--- config.mk ---
export PLATFORM = sky130hd
export DESIGN_NAME = watchdog_timer_prescaled
export DESIGN_NICKNAME = d
export VERILOG_FILES = /design/src/watchdog_pkg.sv /design/src/watchdog_timer_prescaled.sv
export VERILOG_INCLUDE_DIRS = /design/src
export SDC_FILE = /design/constraint.sdc
export NUM_CORES = 1
export LEC_CHECK = 0
export BUFFER_PORTS_ARGS = -buffer_cell sky130_fd_sc_hd__buf_2
export CORE_MARGIN = 2
export CORE_UTILIZATION = 58
export DETAILED_ROUTE_END_ITERATION = 12
export PLACE_DENSITY = 0.83
export SLEW_MARGIN = 20
export SYNTH_ARGS = -nofsm -noshare
export SYNTH_HDL_FRONTEND = slang
export SYNTH_SLANG_ARGS = --single-unit
--- constraint.sdc ---
create_clock -name core_clk_i -period 3.1 [get_ports core_clk_i]
set_input_delay 0.31 -clock core_clk_i [delete_from_list [all_inputs] [get_ports core_clk_i]]
set_output_delay 0.31 -clock core_clk_i [all_outputs]
set_load 0.01 [all_outputs]
--- src/watchdog_consts.svh ---
/*
 Constants for the prescaled watchdog: register offsets, field positions,
 reset values and timing counts. Assumes inclusion by its bare name.
*/
`ifndef WATCHDOG_CONSTS_SVH
`define WATCHDOG_CONSTS_SVH

// ==========================================================================
// Register offsets
`define OFS_OPTION_CONTROL    14'h0081
`define OFS_OPTION_ALIAS      14'h0181
`define OFS_WATCHDOG_CONTROL  14'h0105
`define OFS_CONFIG_WORD       14'h2007
`define OFS_IRQ_STATUS        14'h0110
`define OFS_IRQ_MASK          14'h0111
`define OFS_WD_STATUS         14'h0112

// ==========================================================================
// Reset values and fields
`define RST_OPTION_CONTROL    8'hFF
`define RST_WATCHDOG_CONTROL  8'h08
`define BIT_SW_ENABLE         0
`define BIT_PRESCALER_ASSIGN  3
`define CFG_FORCE_ON_BIT      2
`define PERIOD_SEL_ONE        4'hC

// ==========================================================================
// Timing
`define CORE_CLK_KHZ          200000
`define INTERNAL_RC_OSC_KHZ_X100        3125
`define INTERNAL_RC_OSC_DIV             ((`CORE_CLK_KHZ * 100) / `INTERNAL_RC_OSC_KHZ_X100)
`define OST_CYCLES            1024
`define BASE_PERIOD_US        16380

`endif

--- src/watchdog_pkg.sv ---
/*
 Types for the prescaled watchdog. Assumes the constants header alongside.
*/
package watchdog_pkg;
   typedef enum logic [1:0] {ST_RUN, ST_OST, ST_SLEEP} wd_state_t;
endpackage : watchdog_pkg

--- src/watchdog_timer_prescaled.sv ---
/*
 Prescaled watchdog timer with register port, sleep and start-up handling.
 Assumes one 200 MHz clock, synchronous pin inputs and a plain register
 master that never issues read and write strobes together.
*/
`timescale 1ns/10ps
`include "watchdog_consts.svh"

module watchdog_timer_prescaled
   import watchdog_pkg::*;
(
   input  wire logic        core_clk_i,
   input  wire logic        rst_b_i,
   input  wire logic [13:0] addr_i,
   input  wire logic [7:0]  wdata_i,
   input  wire logic        wr_i,
   input  wire logic        rd_i,
   input  wire logic [7:0]  configuration_word_i,
   input  wire logic        clear_watchdog_cmd_i,
   input  wire logic        sleep_cmd_i,
   input  wire logic        crystal_clock_i,
   input  wire logic        ost_start_i,
   input  wire logic        clock_fail_i,
   output logic      [7:0]  rdata_o,
   output logic             watchdog_reset_o,
   output logic             wake_o,
   output logic             timeout_flag_o,
   output logic      [1:0]  system_clock_select_o,
   output logic             ost_busy_o,
   output logic             irq_o
);

   // ======================================================================
   // Registers
   logic [7:0]  option_control;
   logic [7:0]  watchdog_control;
   logic [1:0]  irq_status;
   logic [1:0]  irq_mask;
   wd_state_t   state;
   logic [12:0] rc_div;
   logic        rc_tick;
   logic [15:0] prescaler;
   logic [6:0]  postscaler;
   logic [10:0] ost_count;
   logic        wd_tick;
   logic        post_tick;
   logic        running;
   logic        scaler_clear;
   logic        timeout;
   logic [3:0]  period_select;
   logic [15:0] pre_mask;
   logic [6:0]  post_mask;
   logic        wr_ctrl;
   logic        rd_status;

   assign period_select = watchdog_control[4:1];
   assign wr_ctrl = wr_i && (addr_i == `OFS_WATCHDOG_CONTROL);
   assign rd_status = rd_i && (addr_i == `OFS_IRQ_STATUS);

   // Enable: force-on overrides the software bit.
   assign running = (configuration_word_i[`CFG_FORCE_ON_BIT]
                    || watchdog_control[`BIT_SW_ENABLE])
                    && (state != ST_OST);

   // Scaler clear sources; sleep entry clears at once, a start-up clears at its end.
   assign scaler_clear = clear_watchdog_cmd_i
                         || clock_fail_i
                         || (sleep_cmd_i && state == ST_RUN)
                         || (state == ST_OST && ost_count == 11'h000);

   // ======================================================================
   // Internal RC tick: a one-cycle enable at 31.25 kHz.
   always_ff @(posedge core_clk_i or negedge rst_b_i)
   begin
      if (!rst_b_i)
      begin
         rc_div  <= 13'h0000;
         rc_tick <= 1'b0;
      end
      else if (rc_div == 13'(`INTERNAL_RC_OSC_DIV - 1))
      begin
         rc_div  <= 13'h0000;
         rc_tick <= 1'b1;
      end
      else
      begin
         rc_div  <= rc_div + 13'h0001;
         rc_tick <= 1'b0;
      end
   end

   // ======================================================================
   // Prescaler; code 1100 bypasses it for a 1:1 rate.
   always_comb
   begin
      if (period_select == `PERIOD_SEL_ONE)
         pre_mask = 16'h0000;
      else if (period_select > 4'hB)
         pre_mask = 16'hFFFF;
      else
         pre_mask = 16'((32'h20 << period_select) - 32'h1);
   end

   always_ff @(posedge core_clk_i or negedge rst_b_i)
   begin
      if (!rst_b_i)
         prescaler <= 16'h0000;
      else if (scaler_clear || !running)
         prescaler <= 16'h0000;
      else if (rc_tick)
         prescaler <= ((prescaler & pre_mask) == pre_mask) ? 16'h0000
                      : prescaler + 16'h0001;
   end

   assign wd_tick = running && rc_tick && ((prescaler & pre_mask) == pre_mask);

   // ======================================================================
   // Postscaler, shared with the option scale select when assigned.
   // Seven bits give 1:128 at most, so 2.097 s x 128 reaches about 268 s.
   assign post_mask = option_control[`BIT_PRESCALER_ASSIGN]
                      ? 7'((8'h01 << option_control[2:0]) - 8'h01)
                      : 7'h00;

   always_ff @(posedge core_clk_i or negedge rst_b_i)
   begin
      if (!rst_b_i)
         postscaler <= 7'h00;
      else if (scaler_clear || !running)
         postscaler <= 7'h00;
      else if (wd_tick)
         postscaler <= ((postscaler & post_mask) == post_mask) ? 7'h00
                       : postscaler + 7'h01;
   end

   assign post_tick = wd_tick && ((postscaler & post_mask) == post_mask);
   assign timeout = post_tick && !scaler_clear;

   // ======================================================================
   // Sleep and oscillator start-up sequencing.
   always_ff @(posedge core_clk_i or negedge rst_b_i)
   begin
      if (!rst_b_i)
      begin
         state     <= ST_RUN;
         ost_count <= 11'h000;
      end
      else
      begin
         case (state)
            ST_RUN:
            begin
               if (ost_start_i)
               begin
                  state     <= ST_OST;
                  ost_count <= 11'(`OST_CYCLES);
               end
               else if (sleep_cmd_i)
                  state <= ST_SLEEP;
            end
            ST_SLEEP:
            begin
               if (timeout)
               begin
                  state     <= crystal_clock_i ? ST_OST : ST_RUN;
                  ost_count <= 11'(`OST_CYCLES);
               end
            end
            ST_OST:
            begin
               if (ost_count == 11'h000)
                  state <= ST_RUN;
               else if (rc_tick)
                  ost_count <= ost_count - 11'h001;
            end
            default:
               state <= ST_RUN;
         endcase
      end
   end

   // ======================================================================
   // Outputs of the watchdog itself.
   always_ff @(posedge core_clk_i or negedge rst_b_i)
   begin
      if (!rst_b_i)
      begin
         watchdog_reset_o <= 1'b0;
         wake_o           <= 1'b0;
         timeout_flag_o   <= 1'b1;
         ost_busy_o       <= 1'b0;
      end
      else
      begin
         watchdog_reset_o <= timeout && (state != ST_SLEEP);
         wake_o           <= timeout && (state == ST_SLEEP);
         ost_busy_o       <= (state == ST_OST);
         if (timeout)
            timeout_flag_o <= 1'b0;
         else if (sleep_cmd_i && state == ST_RUN)
            timeout_flag_o <= 1'b1;
         else if (clear_watchdog_cmd_i)
            timeout_flag_o <= 1'b1;
      end
   end

   // Clock failure forces the internal RC select; a sleep command returns it to 0 otherwise.
   always_ff @(posedge core_clk_i or negedge rst_b_i)
   begin
      if (!rst_b_i)
         system_clock_select_o <= 2'h0;
      else if (clock_fail_i)
         system_clock_select_o <= 2'h2;
      else if (sleep_cmd_i)
         system_clock_select_o <= 2'h0;
   end

   // ======================================================================
   // Register writes.
   always_ff @(posedge core_clk_i or negedge rst_b_i)
   begin
      if (!rst_b_i)
      begin
         watchdog_control <= `RST_WATCHDOG_CONTROL;
         option_control   <= `RST_OPTION_CONTROL;
         irq_mask         <= 2'h0;
      end
      else
      begin
         if (wr_ctrl)
            watchdog_control <= {3'h0, wdata_i[4:0]};
         if (wr_i && (addr_i == `OFS_OPTION_CONTROL || addr_i == `OFS_OPTION_ALIAS))
            option_control <= wdata_i;
         if (wr_i && addr_i == `OFS_IRQ_MASK)
            irq_mask <= wdata_i[1:0];
      end
   end

   // Sticky events: bit 0 time-out, bit 1 wake. A new event wins over the read clear.
   always_ff @(posedge core_clk_i or negedge rst_b_i)
   begin
      if (!rst_b_i)
         irq_status <= 2'h0;
      else
         irq_status <= (rd_status ? 2'h0 : irq_status)
                       | {timeout && state == ST_SLEEP, timeout};
   end

   always_ff @(posedge core_clk_i or negedge rst_b_i)
   begin
      if (!rst_b_i)
         irq_o <= 1'b0;
      else
         irq_o <= |(irq_status & irq_mask);
   end

   // ======================================================================
   // Register reads; unmapped addresses read zero.
   always_ff @(posedge core_clk_i or negedge rst_b_i)
   begin
      if (!rst_b_i)
         rdata_o <= 8'h00;
      else if (rd_i)
      begin
         case (addr_i)
            `OFS_OPTION_CONTROL,
            `OFS_OPTION_ALIAS:     rdata_o <= option_control;
            `OFS_WATCHDOG_CONTROL: rdata_o <= {3'h0, watchdog_control[4:0]};
            `OFS_CONFIG_WORD:      rdata_o <= configuration_word_i;
            `OFS_IRQ_STATUS:       rdata_o <= {6'h00, irq_status};
            `OFS_IRQ_MASK:         rdata_o <= {6'h00, irq_mask};
            `OFS_WD_STATUS:        rdata_o <= {4'h0, timeout_flag_o, running,
                                               state == ST_OST, state == ST_SLEEP};
            default:               rdata_o <= 8'h00;
         endcase
      end
      else
         rdata_o <= 8'h00;
   end

endmodule : watchdog_timer_prescaled

# --- Word level (Yosys, flattened, before mapping) ---
# Cells that the tools add are included.
op_classes:
  n_addsub: 6
  magnitude_cmp: 1
  eq_ne: 21
  n_shift: 2
  n_mux: 30
  bitwise: 4
  reduce_logical: 32
ops:
  columns: ["op", "n"]
  rows:
  - ["2-to-1 mux 16 bit", 5]
  - ["equality test 14 x 9 -> 1 bit (second input constant)", 5]
  - ["one-hot mux 8 bit (6 select lines)", 1]
  - ["2-to-1 mux 11 bit", 4]
  - ["one-hot mux 11 bit (3 select lines)", 1]
  - ["2-to-1 mux 7 bit", 4]
  - ["adder 16 x 1 -> 16 bit (second input constant)", 1]
  - ["AND 16 bit", 1]
  - ["equality test 16 bit", 1]
  - ["left shift 6 x 4 -> 16 bit (first input constant)", 1]
  - ["subtractor 16 x 1 -> 16 bit (second input constant)", 1]
  - ["equality test 14 bit (second input constant)", 1]
  - ["equality test 14 x 8 -> 1 bit (second input constant)", 1]
  - ["2-to-1 mux 2 bit", 7]
  - ["adder 13 x 1 -> 13 bit (second input constant)", 1]
  - ["equality test 13 bit (second input constant)", 1]
  - ["logical AND 1 bit", 13]
  - ["2-to-1 mux 13 bit", 1]
  - ["zero test 11 bit", 1]
  - ["subtractor 11 x 1 -> 11 bit (second input constant)", 1]
  - ["inequality test 2 bit (second input constant)", 5]
  - ["2-to-1 mux 8 bit", 1]
  - ["adder 7 x 1 -> 7 bit (second input constant)", 1]
  - ["AND 7 bit", 1]
  - ["other kinds (21)", 36]
totals:
  ff_bits: 82
  in_bits: 39
  out_inout_bits: 15
  word_cells: 113

# --- Depth between registers and ports, before layout ---
depth:
  depth_word: 11
  mapped_depth: 13
  ltp_nobuf: 10

# --- Worst setup path before layout ---
# Ideal clock, no wire load.
synth_path:
  path_kind: "flip-flop to flip-flop"
  startpoint: "register watchdog_control[2]"
  endpoint: "register ost_count[1]"
  t_arrival_ns: 2.690
  required_ns: 2.975
  setup_slack_ns: 0.285
  path_stages_with_launch: 13
  path_buffers: 2
  period_less_slack_ns: 2.815
  path_cell_list: "dfrtp_1 > buf_2 > nor2_1 > nand2_1 > ha_1 > nor2_1 > a2111oi_4 > o221ai_2 > o41ai_4 > a41oi_2 > or2_1 > buf_6 > mux2_4"
synth_via:
  elab_chain_len: 11
  word_cells_on_any_way: 13
synth_lines:
  columns: ["element", "line_no", "text"]
  rows:
  - ["start, declared", "watchdog_timer_prescaled.sv:36", "logic [7:0] watchdog_control;"]
  - ["start signal, assigned", "watchdog_timer_prescaled.sv:223", "watchdog_control <= `RST_WATCHDOG_CONTROL;"]
  - ["start signal, assigned", "watchdog_timer_prescaled.sv:230", "watchdog_control <= {3'h0, wdata_i[4:0]};"]
  - ["left shift 6 x 4 -> 16 bit", "watchdog_timer_prescaled.sv:101", "pre_mask = 16'((32'h20 << period_select) - 32'h1);"]
  - ["subtractor 16 x 1 -> 16 bit", "watchdog_timer_prescaled.sv:101", null]
  - ["2-to-1 mux 16 bit", "watchdog_timer_prescaled.sv:98", "else if (period_select > 4'hB)"]
  - ["2-to-1 mux 16 bit (*)", "watchdog_timer_prescaled.sv:96", "if (period_select == `PERIOD_SEL_ONE)"]
  - ["AND 16 bit", "watchdog_timer_prescaled.sv:115", "assign wd_tick = running && rc_tick && ((prescaler & pre_mask) == pre_mask);"]
  - ["equality test 16 bit (*)", "watchdog_timer_prescaled.sv:115", null]
  - ["logical AND 1 bit (*)", "watchdog_timer_prescaled.sv:115", null]
  - ["logical AND 1 bit (*)", "watchdog_timer_prescaled.sv:135", "assign post_tick = wd_tick && ((postscaler & post_mask) == post_mask);"]
  - ["logical AND 1 bit (*)", "watchdog_timer_prescaled.sv:136", "assign timeout = post_tick && !scaler_clear;"]
  - ["inequality test 2 bit (no source line) (*)", null, null]
  - ["AND reduction 5 bit (no source line) (*)", null, null]
  - ["end signal, assigned", "watchdog_timer_prescaled.sv:155", "ost_count <= 11'(`OST_CYCLES);"]
  - ["end signal, assigned", "watchdog_timer_prescaled.sv:165", "ost_count <= 11'(`OST_CYCLES);"]
  - ["end signal, assigned", "watchdog_timer_prescaled.sv:173", "ost_count <= ost_count - 11'h001;"]
  - ["end, declared", "watchdog_timer_prescaled.sv:44", "logic [10:0] ost_count;"]
# Every way passes the cells marked *; elsewhere a longest branch is shown, timed or not.
# A chain may end at the register's enable or synchronous reset.

# --- Worst setup path in the final report ---
# Ends and elaborated chain as after synthesis.

==> out/results.ini <==
[routing]
final_antenna_net_count=0
detail_route.iter0.violations=272
wl_um=10000
route.detailed.drc=0
avgViaCountPerCell=6.036
drt-pass1-iter-count=5
num_vias=3712
wl_per_cell_um=16.27

[place]
placed_cell_area_um2=4812
placed_wire_length_estimate_um=7335
worst_slack_after_detailed_placement_ps=223.4
port-buffer-count=52
gpl.final_weighted_congestion=0.9176

[global_routing]
number_of_antenna_violations_at_the_first_check_in_global_routing=0
grt_first_pass_wirelength_um=16910
gr-total-overflow=0
first_global_vias=3492
gr-usage-all-layers_pct=25.02
grt_max_degree=82

[finish]
area_delta_synth_final_pct=12.88
drive_gt1_share_pct=24.61
mostFrequentLayoutCells=71 x dfrtp_1, 51 x buf_2, 43 x nor2_1
commonest_non_fill_non_tap_cell_in_the_layout=dfrtp_1
final_nets=556
antennaDiodeCount=0
fin_area_um2=5001

[clock_network]
cts_hold_buf=0
clk_pin_slew_ps=90
cts-htree-levels=3
cts_max_path_buffers=2
cts.sink_count=81
worstSkewPairLatency_ps=360
numCtsBuffers=9
cts_tree=done
root_buffer=clkbuf_8

[synth]
yosys_most_used_dff=dfrtp_1
synth_largest_area_cell=dfrtp_1
ys_seq_elements=81
ys_warn_count=0
synth_cell_type_count=72
seq_area_frac_synth_pct=46.03
syn_avg_cell_area_um2=9.780
ys_async_sr_fraction_pct=100.0
synth-edff-count=0
ys_top_cells_by_area=dfrtp_1 40%, dfstp_2 5.9%, mux2_2 4.6%
post-synth-top-area-fraction_pct=40.10
synth_area_um2=4430
syn-num-nets=498
synth_cells=453

[run_status]
outcome=finished with violations
violations=negative hold slack

[floorplan]
full_die_area_um2=8354
core_area_um2=7331
die_height_um=91.40
die_width_um=91.40
top_ports=54
floorplan.initialDensity_pct=60.44
number_of_rows_created_at_floorplan=31

[setup_path]
critical_path.endpoint_type=register
timing.critical_path.fanout_max=10
critical_path_class=register to register
worst_ep_required_time_ps=3350
timing.critical_path.arrival_ps=3200
worst_setup_path_start_kind=register

[pwr]
ir_drop_worst_vdd_mv=0.3855
p_leak_nw=2.167
power-per-cell-area_nw_per_um2=382.7

[hold_path]
holdCritPathClass=input port to asynchronous set/reset pin

[sta]
hold_ws_ps=-33.04
grt_setup_unrepaired=no
clock_skew_ps=9.113
timing.fmax_mhz=338.2
timing.final.hold_violations=31
worst_slew_margin_rel_pct=42.97
setup_viol=0
finalWorstSetupSlack_ps=143.3
period_utilization_pct=95.38
layout_min_cycle_time_ps=2957
timing.final.max_slew_violations=0
worst_slew_pin_slew_ps=853.6
fin_tns_setup_ps=0

[flow_run]
max_capacitance_violation_total=0

worst max-delay path, stage by stage, from the launching register on:
cell      delay (ps)
dfrtp_1          400
buf_4            180
nand3b_1         160
ha_1             240
xnor2_1          170
a211oi_1         250
o22ai_1          180
o41ai_4          320
a41oi_2          210
or2_1            400
mux2_4           350
logic make-up (layout without fill, tap and decap cells):
kind of cell | after synthesis | count (layout) | share of synthesized area (%)
xor+xnor | 16 | 16 | 3.163
fa+ha+maj | 6 | 6 | 1.694
compound gates | 115 | 115 | 18.44
other cells | 1 | 1 | 0.08464
flops | 81 | 81 | 46.03
buf+inv | 28 | 91 | 2.993
simple gates | 185 | 185 | 22.23
mux | 21 | 21 | 5.366
final timing paths:
| check | from | endpoint | slack, ps | cells after the start |
|---|---|---|---|---|
| max | watchdog_control[2] | ost_count[1] | 140 | 10 |
| min | rst_b_i | rc_div[7] | -30 | 1 |
| max reg2reg | watchdog_control[2] | ost_count[1] | 140 | 10 |
| min reg2reg | rc_div[6] | rc_div[6] | 490 | 1 |
| min in group core_clk_i | clock_fail_i | system_clock_select_o[1] | 160 | 2 |
| max in group asynchronous | rst_b_i | ost_count[7] | 2650 | 1 |
routing by layer:
layer	vias to the layer above	GRT usage [%]	part of all wire, %
li1	1781	-	-
met1	1828	36.67	47
met2	97	39.03	48
met3	6	4.979	4.8
met4	0	4.672	0.59
met5	-	0	0
what timing repair did:
item	CTS	global route
setup buffers	0	0
endpoints found under the setup margin	0	8
hold endpoints to repair	0	0
resized for setup	0	3
per-stage QoR:
stage / utilization (%) / total power [mW] / instances
after floorplan: - / 1.174 / 453
after global placement: 65.64 / 1.235 / 599
after detailed placement: 65.64 / 1.241 / 599
after CTS: 68.02 / 1.939 / 615
after global routing: 68.22 / 1.994 / 615
final: 68.22 / 1.914 / 615
state kept, by name (all words and copies together) (netlist names), 2 cells and up:
register and cells:
rc_div 13, postscaler 7, state 2, ost_count 11, option_control 8, irq_mask 2, prescaler 16, irq_status 2
watchdog_control 5, rdata_o 8
cell usage after synthesis (all sizes together), types with 4 or more instances:
cell	number
a21o	4
a21oi	24
a22o	4
a22oi	7
a31oi	11
and3	9
buf	9
clkbuf	7
dfrtp	71
dfstp	10
ha	6
inv	12
mux2	19
nand2	36
nand2b	8
nand3	23
nand4	6
nor2	45
nor2b	6
nor3	12
nor4	4
o21a	4
o21ai	23
o22ai	7
or3	12
xnor2	8
xor2	8
area by class of cell:
class / instances / area, um^2
tap: 99 / 123.9
fill: 590 / 2330
clock inverter: 7 / 50.05
multi-input combinational: 344 / 2270
sequential: 81 / 2039
clock buffer: 9 / 123.9
timing repair buffer: 63 / 349.1
inverter: 12 / 45.04
where the power goes:
group,internal (mW),switching [mW]
Clock,0.296,0.397
Sequential,1.08,0.0205
Combinational,0.0549,0.0673
(Power assumes the default switching activity.)
